`src/ocmp_map.vh`:
```
// Register offsets, field positions, reset values and mode codes
`ifndef OCMP_MAP_VH
`define OCMP_MAP_VH

// ****************************************************************
// Register byte offsets
// ****************************************************************
`define OCMP_CTRL_OFS 8'h00
`define OCMP_PRI_OFS 8'h04
`define OCMP_SEC_OFS 8'h08
`define OCMP_STAT_OFS 8'h0c
`define OCMP_MASK_OFS 8'h10

// ****************************************************************
// Control register fields
// ****************************************************************
`define OCMP_MODE_MSB 2
`define OCMP_MODE_LSB 0
`define OCMP_TSEL_BIT 3
`define OCMP_FLT_BIT 4
`define OCMP_IDLE_BIT 13

// ****************************************************************
// Interrupt status and mask fields
// ****************************************************************
`define OCMP_IRQ_EDGE_BIT 0
`define OCMP_IRQ_FLT_BIT 1

// ****************************************************************
// Reset values
// ****************************************************************
`define OCMP_MODE_RST 3'h0
`define OCMP_CMP_RST 16'h0000
`define OCMP_IRQ_RST 2'h0

// ****************************************************************
// Compare mode codes
// ****************************************************************
`define OCMP_M_OFF 3'h0
`define OCMP_M_RISE 3'h1
`define OCMP_M_FALL 3'h2
`define OCMP_M_TOGGLE 3'h3
`define OCMP_M_SINGLE 3'h4
`define OCMP_M_CONT 3'h5
`define OCMP_M_PWM 3'h6
`define OCMP_M_PWMF 3'h7

`endif

```
`src/ocmp_channel.v`:
```
// Output compare channel with register port, PWM and fault handling
//
// Chosen here: the plain strobed port and the address map.
`timescale 1ns/10ps
`default_nettype none
`include "ocmp_map.vh"

// How it works
// - Timebase bit set picks third timer
// - Timer compared against one or two values
// - Match changes pin, may raise interrupt
// - Mode zero hands pin to port logic
// - Mode 001: low, match forces high
// - Mode 010: high, match forces low
// - Mode 011: match inverts pin, both edges
// - Mode 100: single pulse, falling interrupt
// - Mode 101: pulse train, falling interrupts
// - Mode 110: PWM, fault ignored, no interrupt
// - Mode 111: PWM, fault falling edge interrupts
// - Fault status set on fault, hardware cleared
// - Idle stop bit halts channel in idle
// - Unimplemented control bits read as zero
module ocmp_channel #(
  parameter WIDTH = 16
) (
  input wire clk_sys,
  input wire rst,
  input wire [7:0] bus_addr,
  input wire [15:0] bus_wdata,
  input wire bus_wr,
  input wire bus_rd,
  output reg [15:0] bus_rdata,
  input wire [WIDTH-1:0] second_timer,
  input wire [WIDTH-1:0] third_timer,
  input wire second_period,
  input wire third_period,
  input wire cpu_idle,
  input wire fault_input_a,
  input wire gpio_out,
  input wire gpio_oe,
  output reg compare_output_pin,
  output reg compare_output_oe,
  output reg irq
);

  // ****************************************************************
  // Storage
  // ****************************************************************
  reg [2:0] mode_reg; // Compare mode field
  reg [2:0] mode_prev_reg; // Mode seen last cycle, for entry detect
  reg tsel_reg; // Timebase select bit
  reg idle_stop_reg; // Idle stop bit
  reg fault_reg; // Fault status bit
  reg [WIDTH-1:0] pri_reg; // Primary compare value
  reg [WIDTH-1:0] sec_reg; // Secondary compare value
  reg [WIDTH-1:0] duty_reg; // Active PWM duty
  reg pin_reg; // Internal pin state
  reg done_reg; // Single pulse finished
  reg hit_p_reg; // Primary match seen last cycle
  reg hit_s_reg; // Secondary match seen last cycle
  reg [1:0] stat_reg; // Sticky interrupt status
  reg [1:0] mask_reg; // Interrupt mask
  reg flt_s1_reg; // Fault synchroniser stage one
  reg flt_s2_reg; // Fault synchroniser stage two
  reg flt_q_reg; // Previous synchronised fault level

  // ****************************************************************
  // Helpers
  // ****************************************************************
  // True for both PWM modes
  function is_pwm;
    input [2:0] m;
    begin
      is_pwm = (m == `OCMP_M_PWM) || (m == `OCMP_M_PWMF);
    end
  endfunction

  wire [WIDTH-1:0] tmr; // Selected timer value
  wire period; // Selected timer period boundary
  wire [WIDTH-1:0] sec_tgt; // Falling edge target
  wire hit_p;
  wire hit_s;
  wire ev_p; // Primary match event, once per equal run
  wire ev_s; // Secondary match event
  wire halted; // Channel frozen in idle
  wire mode_chg; // First cycle of a new mode
  wire flt_fall; // Synchronised fault falling edge
  wire wr_stat;
  wire wr_ctrl;

  assign tmr = tsel_reg ? third_timer : second_timer;
  assign period = tsel_reg ? third_period : second_period;
  // PWM falls on the buffered duty, pulse modes on secondary
  assign sec_tgt = is_pwm(mode_reg) ? duty_reg : sec_reg;
  assign hit_p = (tmr == pri_reg);
  assign hit_s = (tmr == sec_tgt);
  // A prescaled timer rests on one value for many cycles, so only
  // the first cycle of equality counts as a match
  assign ev_p = hit_p & ~hit_p_reg;
  assign ev_s = hit_s & ~hit_s_reg;
  assign halted = idle_stop_reg & cpu_idle;
  assign mode_chg = (mode_reg != mode_prev_reg);
  assign flt_fall = flt_q_reg & ~flt_s2_reg;
  assign wr_ctrl = bus_wr && (bus_addr == `OCMP_CTRL_OFS);
  assign wr_stat = bus_wr && (bus_addr == `OCMP_STAT_OFS);

  // ****************************************************************
  // Pin next state
  // ****************************************************************
  reg pin_next;
  reg done_next;
  reg edge_ev; // Interrupting pin edge
  reg fault_next;
  reg fault_ev;
  // Mode behaviour, one branch per compare mode; the two PWM modes share one
  always @*
  begin
    pin_next = pin_reg;
    done_next = done_reg;
    fault_next = fault_reg;
    fault_ev = 1'b0;
    if (mode_chg)
    begin
      // Entry values of each mode
      done_next = 1'b0;
      fault_next = 1'b0;
      case (mode_reg)
        `OCMP_M_RISE: pin_next = 1'b0;
        `OCMP_M_FALL: pin_next = 1'b1;
        `OCMP_M_TOGGLE: pin_next = pin_reg;
        `OCMP_M_SINGLE: pin_next = 1'b0;
        `OCMP_M_CONT: pin_next = 1'b0;
        `OCMP_M_PWM: pin_next = (pri_reg != `OCMP_CMP_RST);
        `OCMP_M_PWMF: pin_next = (pri_reg != `OCMP_CMP_RST);
        default: pin_next = 1'b0;
      endcase
    end
    else
    begin
      case (mode_reg)
        `OCMP_M_RISE:
        begin
          if (ev_p)
            pin_next = 1'b1;
        end
        `OCMP_M_FALL:
        begin
          if (ev_p)
            pin_next = 1'b0;
        end
        `OCMP_M_TOGGLE:
        begin
          if (ev_p)
            pin_next = ~pin_reg;
        end
        `OCMP_M_SINGLE:
        begin
          // One pulse, then the channel stays low until re-entered
          if (!done_reg && ev_p && !pin_reg)
            pin_next = 1'b1;
          else if (!done_reg && ev_s && pin_reg)
          begin
            pin_next = 1'b0;
            done_next = 1'b1;
          end
        end
        `OCMP_M_CONT:
        begin
          if (ev_p && !pin_reg)
            pin_next = 1'b1;
          else if (ev_s && pin_reg)
            pin_next = 1'b0;
        end
        `OCMP_M_PWM, `OCMP_M_PWMF:
        begin
          // Boundary restarts the cycle; a zero duty keeps pin low
          if (period)
            pin_next = (sec_reg != `OCMP_CMP_RST);
          else if (ev_s)
            pin_next = 1'b0;
          if (mode_reg == `OCMP_M_PWMF)
          begin
            if (flt_fall)
            begin
              fault_next = 1'b1;
              fault_ev = 1'b1;
            end
            else if (period && flt_s2_reg)
              fault_next = 1'b0;
            if (fault_next)
              pin_next = 1'b0;
          end
        end
        default: pin_next = pin_reg;
      endcase
    end
    // Interrupting edges per mode; entry itself never interrupts
    edge_ev = 1'b0;
    if (!mode_chg)
    begin
      case (mode_reg)
        `OCMP_M_RISE: edge_ev = pin_next & ~pin_reg;
        `OCMP_M_FALL: edge_ev = ~pin_next & pin_reg;
        `OCMP_M_TOGGLE: edge_ev = pin_next ^ pin_reg;
        `OCMP_M_SINGLE: edge_ev = ~pin_next & pin_reg;
        `OCMP_M_CONT: edge_ev = ~pin_next & pin_reg;
        default: edge_ev = 1'b0;
      endcase
    end
  end

  // ****************************************************************
  // Fault synchroniser
  // ****************************************************************
  // Two stages; only the second stage feeds the edge detector
  always @(posedge clk_sys)
  begin
    if (rst)
    begin
      flt_s1_reg <= 1'b1;
      flt_s2_reg <= 1'b1;
      flt_q_reg <= 1'b1;
    end
    else
    begin
      flt_s1_reg <= fault_input_a;
      flt_s2_reg <= flt_s1_reg;
      flt_q_reg <= flt_s2_reg;
    end
  end

  // ****************************************************************
  // Register writes and channel state
  // ****************************************************************
  // Control writes take effect at once; software is expected to
  // stop the timer first, otherwise a match may be missed
  always @(posedge clk_sys)
  begin
    if (rst)
    begin
      mode_reg <= `OCMP_MODE_RST;
      mode_prev_reg <= `OCMP_MODE_RST;
      tsel_reg <= 1'b0;
      idle_stop_reg <= 1'b0;
      fault_reg <= 1'b0;
      pri_reg <= `OCMP_CMP_RST;
      sec_reg <= `OCMP_CMP_RST;
      duty_reg <= `OCMP_CMP_RST;
      pin_reg <= 1'b0;
      done_reg <= 1'b0;
      hit_p_reg <= 1'b0;
      hit_s_reg <= 1'b0;
      stat_reg <= `OCMP_IRQ_RST;
      mask_reg <= `OCMP_IRQ_RST;
    end
    else
    begin
      // Register port writes
      if (wr_ctrl)
      begin
        mode_reg <= bus_wdata[`OCMP_MODE_MSB:`OCMP_MODE_LSB];
        tsel_reg <= bus_wdata[`OCMP_TSEL_BIT];
        idle_stop_reg <= bus_wdata[`OCMP_IDLE_BIT];
      end
      if (bus_wr && (bus_addr == `OCMP_PRI_OFS))
        pri_reg <= bus_wdata[WIDTH-1:0];
      if (bus_wr && (bus_addr == `OCMP_SEC_OFS))
        sec_reg <= bus_wdata[WIDTH-1:0];
      if (bus_wr && (bus_addr == `OCMP_MASK_OFS))
        mask_reg <= bus_wdata[1:0];
      // Channel state freezes while halted in idle
      if (!halted)
      begin
        mode_prev_reg <= mode_reg;
        pin_reg <= pin_next;
        done_reg <= done_next;
        fault_reg <= fault_next;
        hit_p_reg <= hit_p;
        hit_s_reg <= hit_s;
        if (is_pwm(mode_reg) && (period || mode_chg))
          duty_reg <= sec_reg;
      end
      // Sticky status: write one clears, a new event wins
      stat_reg[`OCMP_IRQ_EDGE_BIT] <= (!halted && edge_ev) ||
        (stat_reg[`OCMP_IRQ_EDGE_BIT] &&
         !(wr_stat && bus_wdata[`OCMP_IRQ_EDGE_BIT]));
      stat_reg[`OCMP_IRQ_FLT_BIT] <= (!halted && fault_ev) ||
        (stat_reg[`OCMP_IRQ_FLT_BIT] &&
         !(wr_stat && bus_wdata[`OCMP_IRQ_FLT_BIT]));
    end
  end

  // ****************************************************************
  // Outputs
  // ****************************************************************
  // Pin, enable and interrupt are registered copies
  always @(posedge clk_sys)
  begin
    if (rst)
    begin
      compare_output_pin <= 1'b0;
      compare_output_oe <= 1'b0;
      irq <= 1'b0;
    end
    else
    begin
      if (mode_reg == `OCMP_M_OFF)
      begin
        compare_output_pin <= gpio_out;
        compare_output_oe <= gpio_oe;
      end
      else
      begin
        // A halted channel must show its frozen level, not a match
        compare_output_pin <= halted ? pin_reg : pin_next;
        compare_output_oe <= 1'b1;
      end
      irq <= |(stat_reg & mask_reg);
    end
  end

  // ****************************************************************
  // Register reads
  // ****************************************************************
  // Read data stands one cycle after the strobe, zero otherwise
  always @(posedge clk_sys)
  begin
    if (rst)
      bus_rdata <= 16'h0000;
    else if (!bus_rd)
      bus_rdata <= 16'h0000;
    else if (bus_addr == `OCMP_CTRL_OFS)
      bus_rdata <= {2'h0, idle_stop_reg, 8'h00, fault_reg, tsel_reg,
                    mode_reg};
    else if (bus_addr == `OCMP_PRI_OFS)
      bus_rdata <= pri_reg;
    else if (bus_addr == `OCMP_SEC_OFS)
      bus_rdata <= sec_reg;
    else if (bus_addr == `OCMP_STAT_OFS)
      bus_rdata <= {14'h0000, stat_reg};
    else if (bus_addr == `OCMP_MASK_OFS)
      bus_rdata <= {14'h0000, mask_reg};
    else
      bus_rdata <= 16'h0000;
  end

endmodule // ocmp_channel
`default_nettype wire

```
`config.mk`:
```
export PLATFORM = sky130hd
export DESIGN_NAME = ocmp_channel
export DESIGN_NICKNAME = d
export VERILOG_FILES = /design/src/ocmp_channel.v
export VERILOG_INCLUDE_DIRS = /design/src
export SDC_FILE = /design/constraint.sdc
export NUM_CORES = 1
export LEC_CHECK = 0
export BUFFER_PORTS_ARGS = -buffer_cell sky130_fd_sc_hd__buf_2
export CAP_MARGIN = 25
export CELL_PAD_IN_SITES_DETAIL_PLACEMENT = 2
export CELL_PAD_IN_SITES_GLOBAL_PLACEMENT = 2
export CORE_MARGIN = 2
export CORE_UTILIZATION = 33
export CTS_BUF_LIST = sky130_fd_sc_hd__clkbuf_8
export CTS_CLUSTER_SIZE = 40
export DETAILED_ROUTE_END_ITERATION = 8
export GPL_TIMING_DRIVEN = 0
export PLACE_DENSITY = 0.92
export SLEW_MARGIN = 10
export SYNTH_ARGS = -nofsm -noshare
export SYNTH_HDL_FRONTEND = slang
export SYNTH_SLANG_ARGS = --single-unit
```
`constraint.sdc`:
```
create_clock -name clk_sys -period 4.9 [get_ports clk_sys]
set_input_delay 0 -clock clk_sys [delete_from_list [all_inputs] [get_ports clk_sys]]
set_output_delay 0 -clock clk_sys [all_outputs]
set_load 0.05 [all_outputs]
```
# After elaboration in Yosys (flattened, before gate mapping)
# Cells that the tools add are included.
# W data, S select, Z words.
classes:
  eq_ne: 15
  muxes: 43
  bitwise: 15
  n_reduce_logical: 44
op_table:
  columns: ["cell", "count"]
  rows:
  - ["$mux W16", 4]
  - ["$mux W1", 33]
  - ["$eq A16 B16 Y1", 2]
  - ["$reduce_bool A16 Y1", 2]
  - ["$logic_and A1 B1 Y1", 19]
  - ["$eq A8 B4 Y1 const B", 2]
  - ["$mux W14", 1]
  - ["$eq A3 B3 Y1 const B", 4]
  - ["$eq A8 B3 Y1 const B", 1]
  - ["$eq A8 B5 Y1 const B", 1]
  - ["$logic_not A8 Y1", 1]
  - ["$reduce_bool A2 Y1", 4]
  - ["$not A1 Y1", 7]
  - ["$and A1 B1 Y1", 6]
  - ["$eq A3 B2 Y1 const B", 2]
  - ["$pmux W1 S3", 2]
  - ["$pmux W1 S6", 1]
  - ["$reduce_or A2 Y1", 3]
  - ["$reduce_or A3 Y1", 2]
  - ["$logic_not A1 Y1", 5]
  - ["$logic_or A1 B1 Y1", 4]
  - ["$mux W2", 2]
  - ["$reduce_and A4 Y1", 1]
  - ["$eq A3 B1 Y1 const B", 1]
  - ["other kinds (7)", 7]
word_totals:
  ff_bits: 87
  input_bits: 66
  out_inout_bits: 19
  elab_cells: 139

# Longest topological paths before layout
depth:
  depth_word: 17
  ltp_mapped: 19
  depth_no_buf: 17

# Least setup slack after synthesis
# Ideal clock, no wire load.
synth_path:
  kind: "register to register"
  from: "register tsel_reg"
  to: "register stat_reg[0]"
  setup_time_ns: 0.075
  arrival_time_ns: 3.379
  required_ns: 4.825
  path_slack_ns: 1.446
  stages_incl_launch_ff: 19
  path_buffers: 2
  synth_period_minus_slack_ns: 3.454
  path_cell_list: "dfxtp_1 -> buf_6 -> buf_8 -> mux2i_2 -> xor2_1 -> nand4_1 -> nor4_2 -> or2b_1 -> ha_1 -> mux2_2 -> a21oi_1 -> nor2_1 -> nor2_1 -> a31o_1 -> o21ai_0 -> ha_1 -> a211oi_1 -> a41oi_1 -> o22ai_1"
synth_via:
  elab_chain_len: 17
  elab_cells_between_ends: 39
  cone_classes: "eq/ne (2); mux (22); bitwise (6); reduce/logical (9)"
synth_lines:
  columns: ["element", "line_no", "source"]
  rows:
  - ["start, declared", "ocmp_channel.v:51", "reg tsel_reg;"]
  - ["start signal, assigned", "ocmp_channel.v:262", "tsel_reg <= bus_wdata[`OCMP_TSEL_BIT];"]
  - ["$mux W1", "ocmp_channel.v:92", "assign period = tsel_reg ? third_period : second_period;"]
  - ["$logic_and A1 B1 Y1", "ocmp_channel.v:188", "else if (period && flt_s2_reg)"]
  - ["$mux W1", "ocmp_channel.v:188", null]
  - ["$mux W1", "ocmp_channel.v:183", "if (flt_fall)"]
  - ["$mux W1", "ocmp_channel.v:181", "if (mode_reg == `OCMP_M_PWMF)"]
  - ["$mux W1", "ocmp_channel.v:140", "case (mode_reg)"]
  - ["$mux W1", "ocmp_channel.v:122", "if (mode_chg)"]
  - ["$mux W1", "ocmp_channel.v:190", "if (fault_next)"]
  - ["$mux W1", "ocmp_channel.v:181", null]
  - ["$pmux W1 S6 (*)", "ocmp_channel.v:140", null]
  - ["$mux W1 (*)", "ocmp_channel.v:122", null]
  - ["$not A1 Y1", "ocmp_channel.v:203, ocmp_channel.v:205, ocmp_channel.v:206", null]
  - ["$and A1 B1 Y1", "ocmp_channel.v:203, ocmp_channel.v:205, ocmp_channel.v:206", null]
  - ["$pmux W1 S3 (*)", "ocmp_channel.v:201", "case (mode_reg)"]
  - ["$mux W1 (*)", "ocmp_channel.v:199", "if (!mode_chg)"]
  - ["$logic_and A1 B1 Y1 (*)", "ocmp_channel.v:284", "stat_reg[`OCMP_IRQ_EDGE_BIT] <= (!halted && edge_ev) ||"]
  - ["$logic_or A1 B1 Y1 (*)", "ocmp_channel.v:284", null]
  - ["end signal, assigned", "ocmp_channel.v:253", "stat_reg <= `OCMP_IRQ_RST;"]
  - ["end signal, assigned by index", "ocmp_channel.v:284", null]
  - ["end signal, assigned by index", "ocmp_channel.v:287", "stat_reg[`OCMP_IRQ_FLT_BIT] <= (!halted && fault_ev) ||"]
  - ["end, declared", "ocmp_channel.v:61", "reg [1:0] stat_reg;"]
# Mark *: on every way between the ends. The rest lies on a longest branch, timed or not. The select of a mux whose other input is x is not followed.
# A chain may end at the register's enable or synchronous reset.

# Worst setup path in the final report
# Same ends and word-level chain as after synthesis.

==> reports/qor.yml <==
synthTopCellsByCount: "87 x dfxtp_1, 73 x nand2_1, 53 x nor2_1, 48 x a21oi_1, 35 x mux2i_1"
setup_viol: 0
cp.buffers_inverters: 2
die_h_um: 120.3
ys_seq_elements: 87
cts_made_buffers: 9
yosysSeqAreaShare_pct: 38.99
vias: 5257
area_growth_pct: 25.07
grt_max_degree: 17
dieArea_mm2: 0.01448
drt-wirelength-per-cell_um: 28.58
cp_data_required_time_ps: 5170
cts.sinks: 87
tritoncts: "built"
peakVddDrop_mv: 0.1903
power_density_mw_per_mm2: 252.7
synth.cell_area_mm2: 0.004467
tightest_slew_ps: 879.8
cp_slowest_cell: "mux2i_2"
placementRows: 42
detailedPlace.worstSlack_ps: 520.9
leakage_nw: 2.266
slew_viol_final: 0
crit_chain: "buf_6 -> buf_8 -> mux2i_2 -> xor2_1 -> nand4_1 -> nor4_4 -> or2b_1 -> ha_1 -> mux2_2 -> a21oi_1 -> nor2_1 -> nor2_1 -> a31o_1 -> o21ai_0 -> ha_1 -> a211oi_2 -> a41oi_2 -> o22ai_1"
hp-class: "in -> reg"
synth.largest_area_cell: "dfxtp_1"
drt_iter0_drc: 482
antenna_cells: 0
status: "completed"
critPathKind: "reg -> reg"
syn-mean-instance-area_um2: 8.181
synth_edf_count: 0
syn_nets: 615
boundaryPins: 85
grt_pass1_wl_um: 34820
gr-total-overflow: 0
antenna_found_initial: 0
maxSlewHeadroom_pct: 40.52
max_freq_mhz: 210.7
fin_skew_ps: 18.92
synthFlopType: "dfxtp_1"
grtUsageTotal_pct: 32.23
yosysTopAreaCellShare_pct: 38.99
maxCapViolations: 0
nNetsFinal: 731
drc: 0
cp.arrival_ps: 5010
fin_crit_sh_pct: 96.84
clk_root_buffer_cell: "clkbuf_8"
postSynthCellCount: 546
endpoint_kind: "flip-flop"
gp_congestion: 0.8650
grt_pass1_vias: 5688
fin_tns_setup_ps: 0
dr.pass1.iters: 6
netlist_top_cells_area: "dfxtp_1 39%, mux2i_1 7.8%, nand2_1 6.1%"
critPathTopFamily: "simple AND/OR/NAND/NOR gates"
yosys_warnings: 0
n_fill_cell: 1498
synthMostInstantiatedCell: "dfxtp_1"
ys_types: 49
start_kind: "flip-flop"
die_w_um: 120.3
portBuffers: 83
worstPathMaxFanout: 10
finish.utilization_pct: 42.19
final.setup.worst_slack_ps: 154.8
async_reset_ff_share_pct: 0
rsz0062_at_grt: "false"
clk_latency_ps: 410
fin_crit_ps: 4745
finalHoldViolations: 0
clk_pin_slew_ps: 120
drive_above_1_share_pct: 19.64
core_area_mm2: 0.01324
viasPerCell: 6.236
cts_buffer_depth: 2
start_util_pct: 33.73
htree_levels: 3
max_stage_delay_ps: 420
dp_hpwl_um: 14420
ant_nets: 0
wirelength_um: 24090
## placed cells by master (no fill, tap or decap), types with 4 or more instances in the layout
master and count:
nor4_1 5, mux2_2 4, buf_2 89, inv_6 4, dlygate4sd3_1 20, clkbuf_1 24
dfxtp_1 87, inv_1 5, nand3_1 22, nor2b_1 4, a22oi_1 16, mux2i_1 32
nand4_1 10, nand2_1 73, o21a_1 8, nor4b_1 11, nor3_1 24, nor2_1 53
a21oi_1 48, and3_1 17, o21ai_0 15, a21boi_0 16, clkbuf_8 9, mux2i_4 4
xor2_1 16
## worst register-to-register path, delay by kind of cell (launching register included)
kind | cells | cell delay (ps)
AND/OR/NAND/NOR | 5 | 1160
AO/OA/AOI/OAI | 6 | 1070
multiplexers | 2 | 700
adder cells (fa/ha/maj) | 2 | 660
buffers and inverters | 2 | 430
flip-flops | 1 | 370
XOR/XNOR | 1 | 210
## layout make-up
type / instances / area (um^2) / area share [%]
inverters: 4 / 15.01 / 0.2688
repair buffers: 105 / 630.6 / 11.29
clock inverters: 7 / 77.57 / 1.389
flip-flops and latches: 87 / 1742 / 31.18
plain buffers: 37 / 167.7 / 3.001
well taps: 176 / 220.2 / 3.942
clock buffers: 9 / 123.9 / 2.217
multi-input cells: 418 / 2610 / 46.72
## metrics by stage
stage	hold WS (ps)	cells	cell area [um^2]	power (W)
6_report	27.97	843	5587	0.001412
3_3_place_gp	189.6	805	5102	0.0008194
2_1_floorplan	103.8	546	4467	0.0007704
5_1_grt	52.31	843	5587	0.001442
3_5_place_dp	191.8	805	5102	0.0008252
4_1_cts	36.40	841	5504	0.001386
## metal layers
metal  vias to the layer above  track usage [%]  part of all wire, %
met4                         0            19.19                  6.6
met5                         -                0                    0
met1                      2593            37.13                   37
met2                       356            55.36                   49
li1                       2174                -                    -
met3                       134            6.226                  7.7
## path summary, 6_finish.rpt
check | start | to | slack, ps | cells after the start
max | tsel_reg | stat_reg[0] | 150 | 18
min | bus_rd | bus_rdata[13] | 30 | 3
max reg2reg | tsel_reg | stat_reg[0] | 150 | 18
min reg2reg | flt_s1_reg | flt_s2_reg | 440 | 1
## where the power goes
group / switching, W / internal (W) / total (W)
logic: 0.0000743 / 0.0000488 / 0.000123
registers: 0.00000203 / 0.000709 / 0.000711
clock network: 0.000335 / 0.000243 / 0.000578
total: 0.000411 / 0.00100 / 0.00141
## what timing repair did
item,CTS,global route
gates resized for setup,0,10
endpoints found under the hold margin,39,0
setup endpoints to repair,0,1
buffers inserted,0,1
hold buffers,20,0
## kinds of logic (layout without fill, tap and decap cells)
group           count (synthesis)  in the layout  synth area share (%)
fa+ha+maj                       3              3                0.8404
buf+inv                        41            162                 4.090
flops                          87             87                 38.99
simple gates                  235            235                 25.63
xor+xnor                       19             19                 3.725
mux                            43             43                 10.08
compound gates                118            118                 16.64
(Power assumes the default switching activity.)
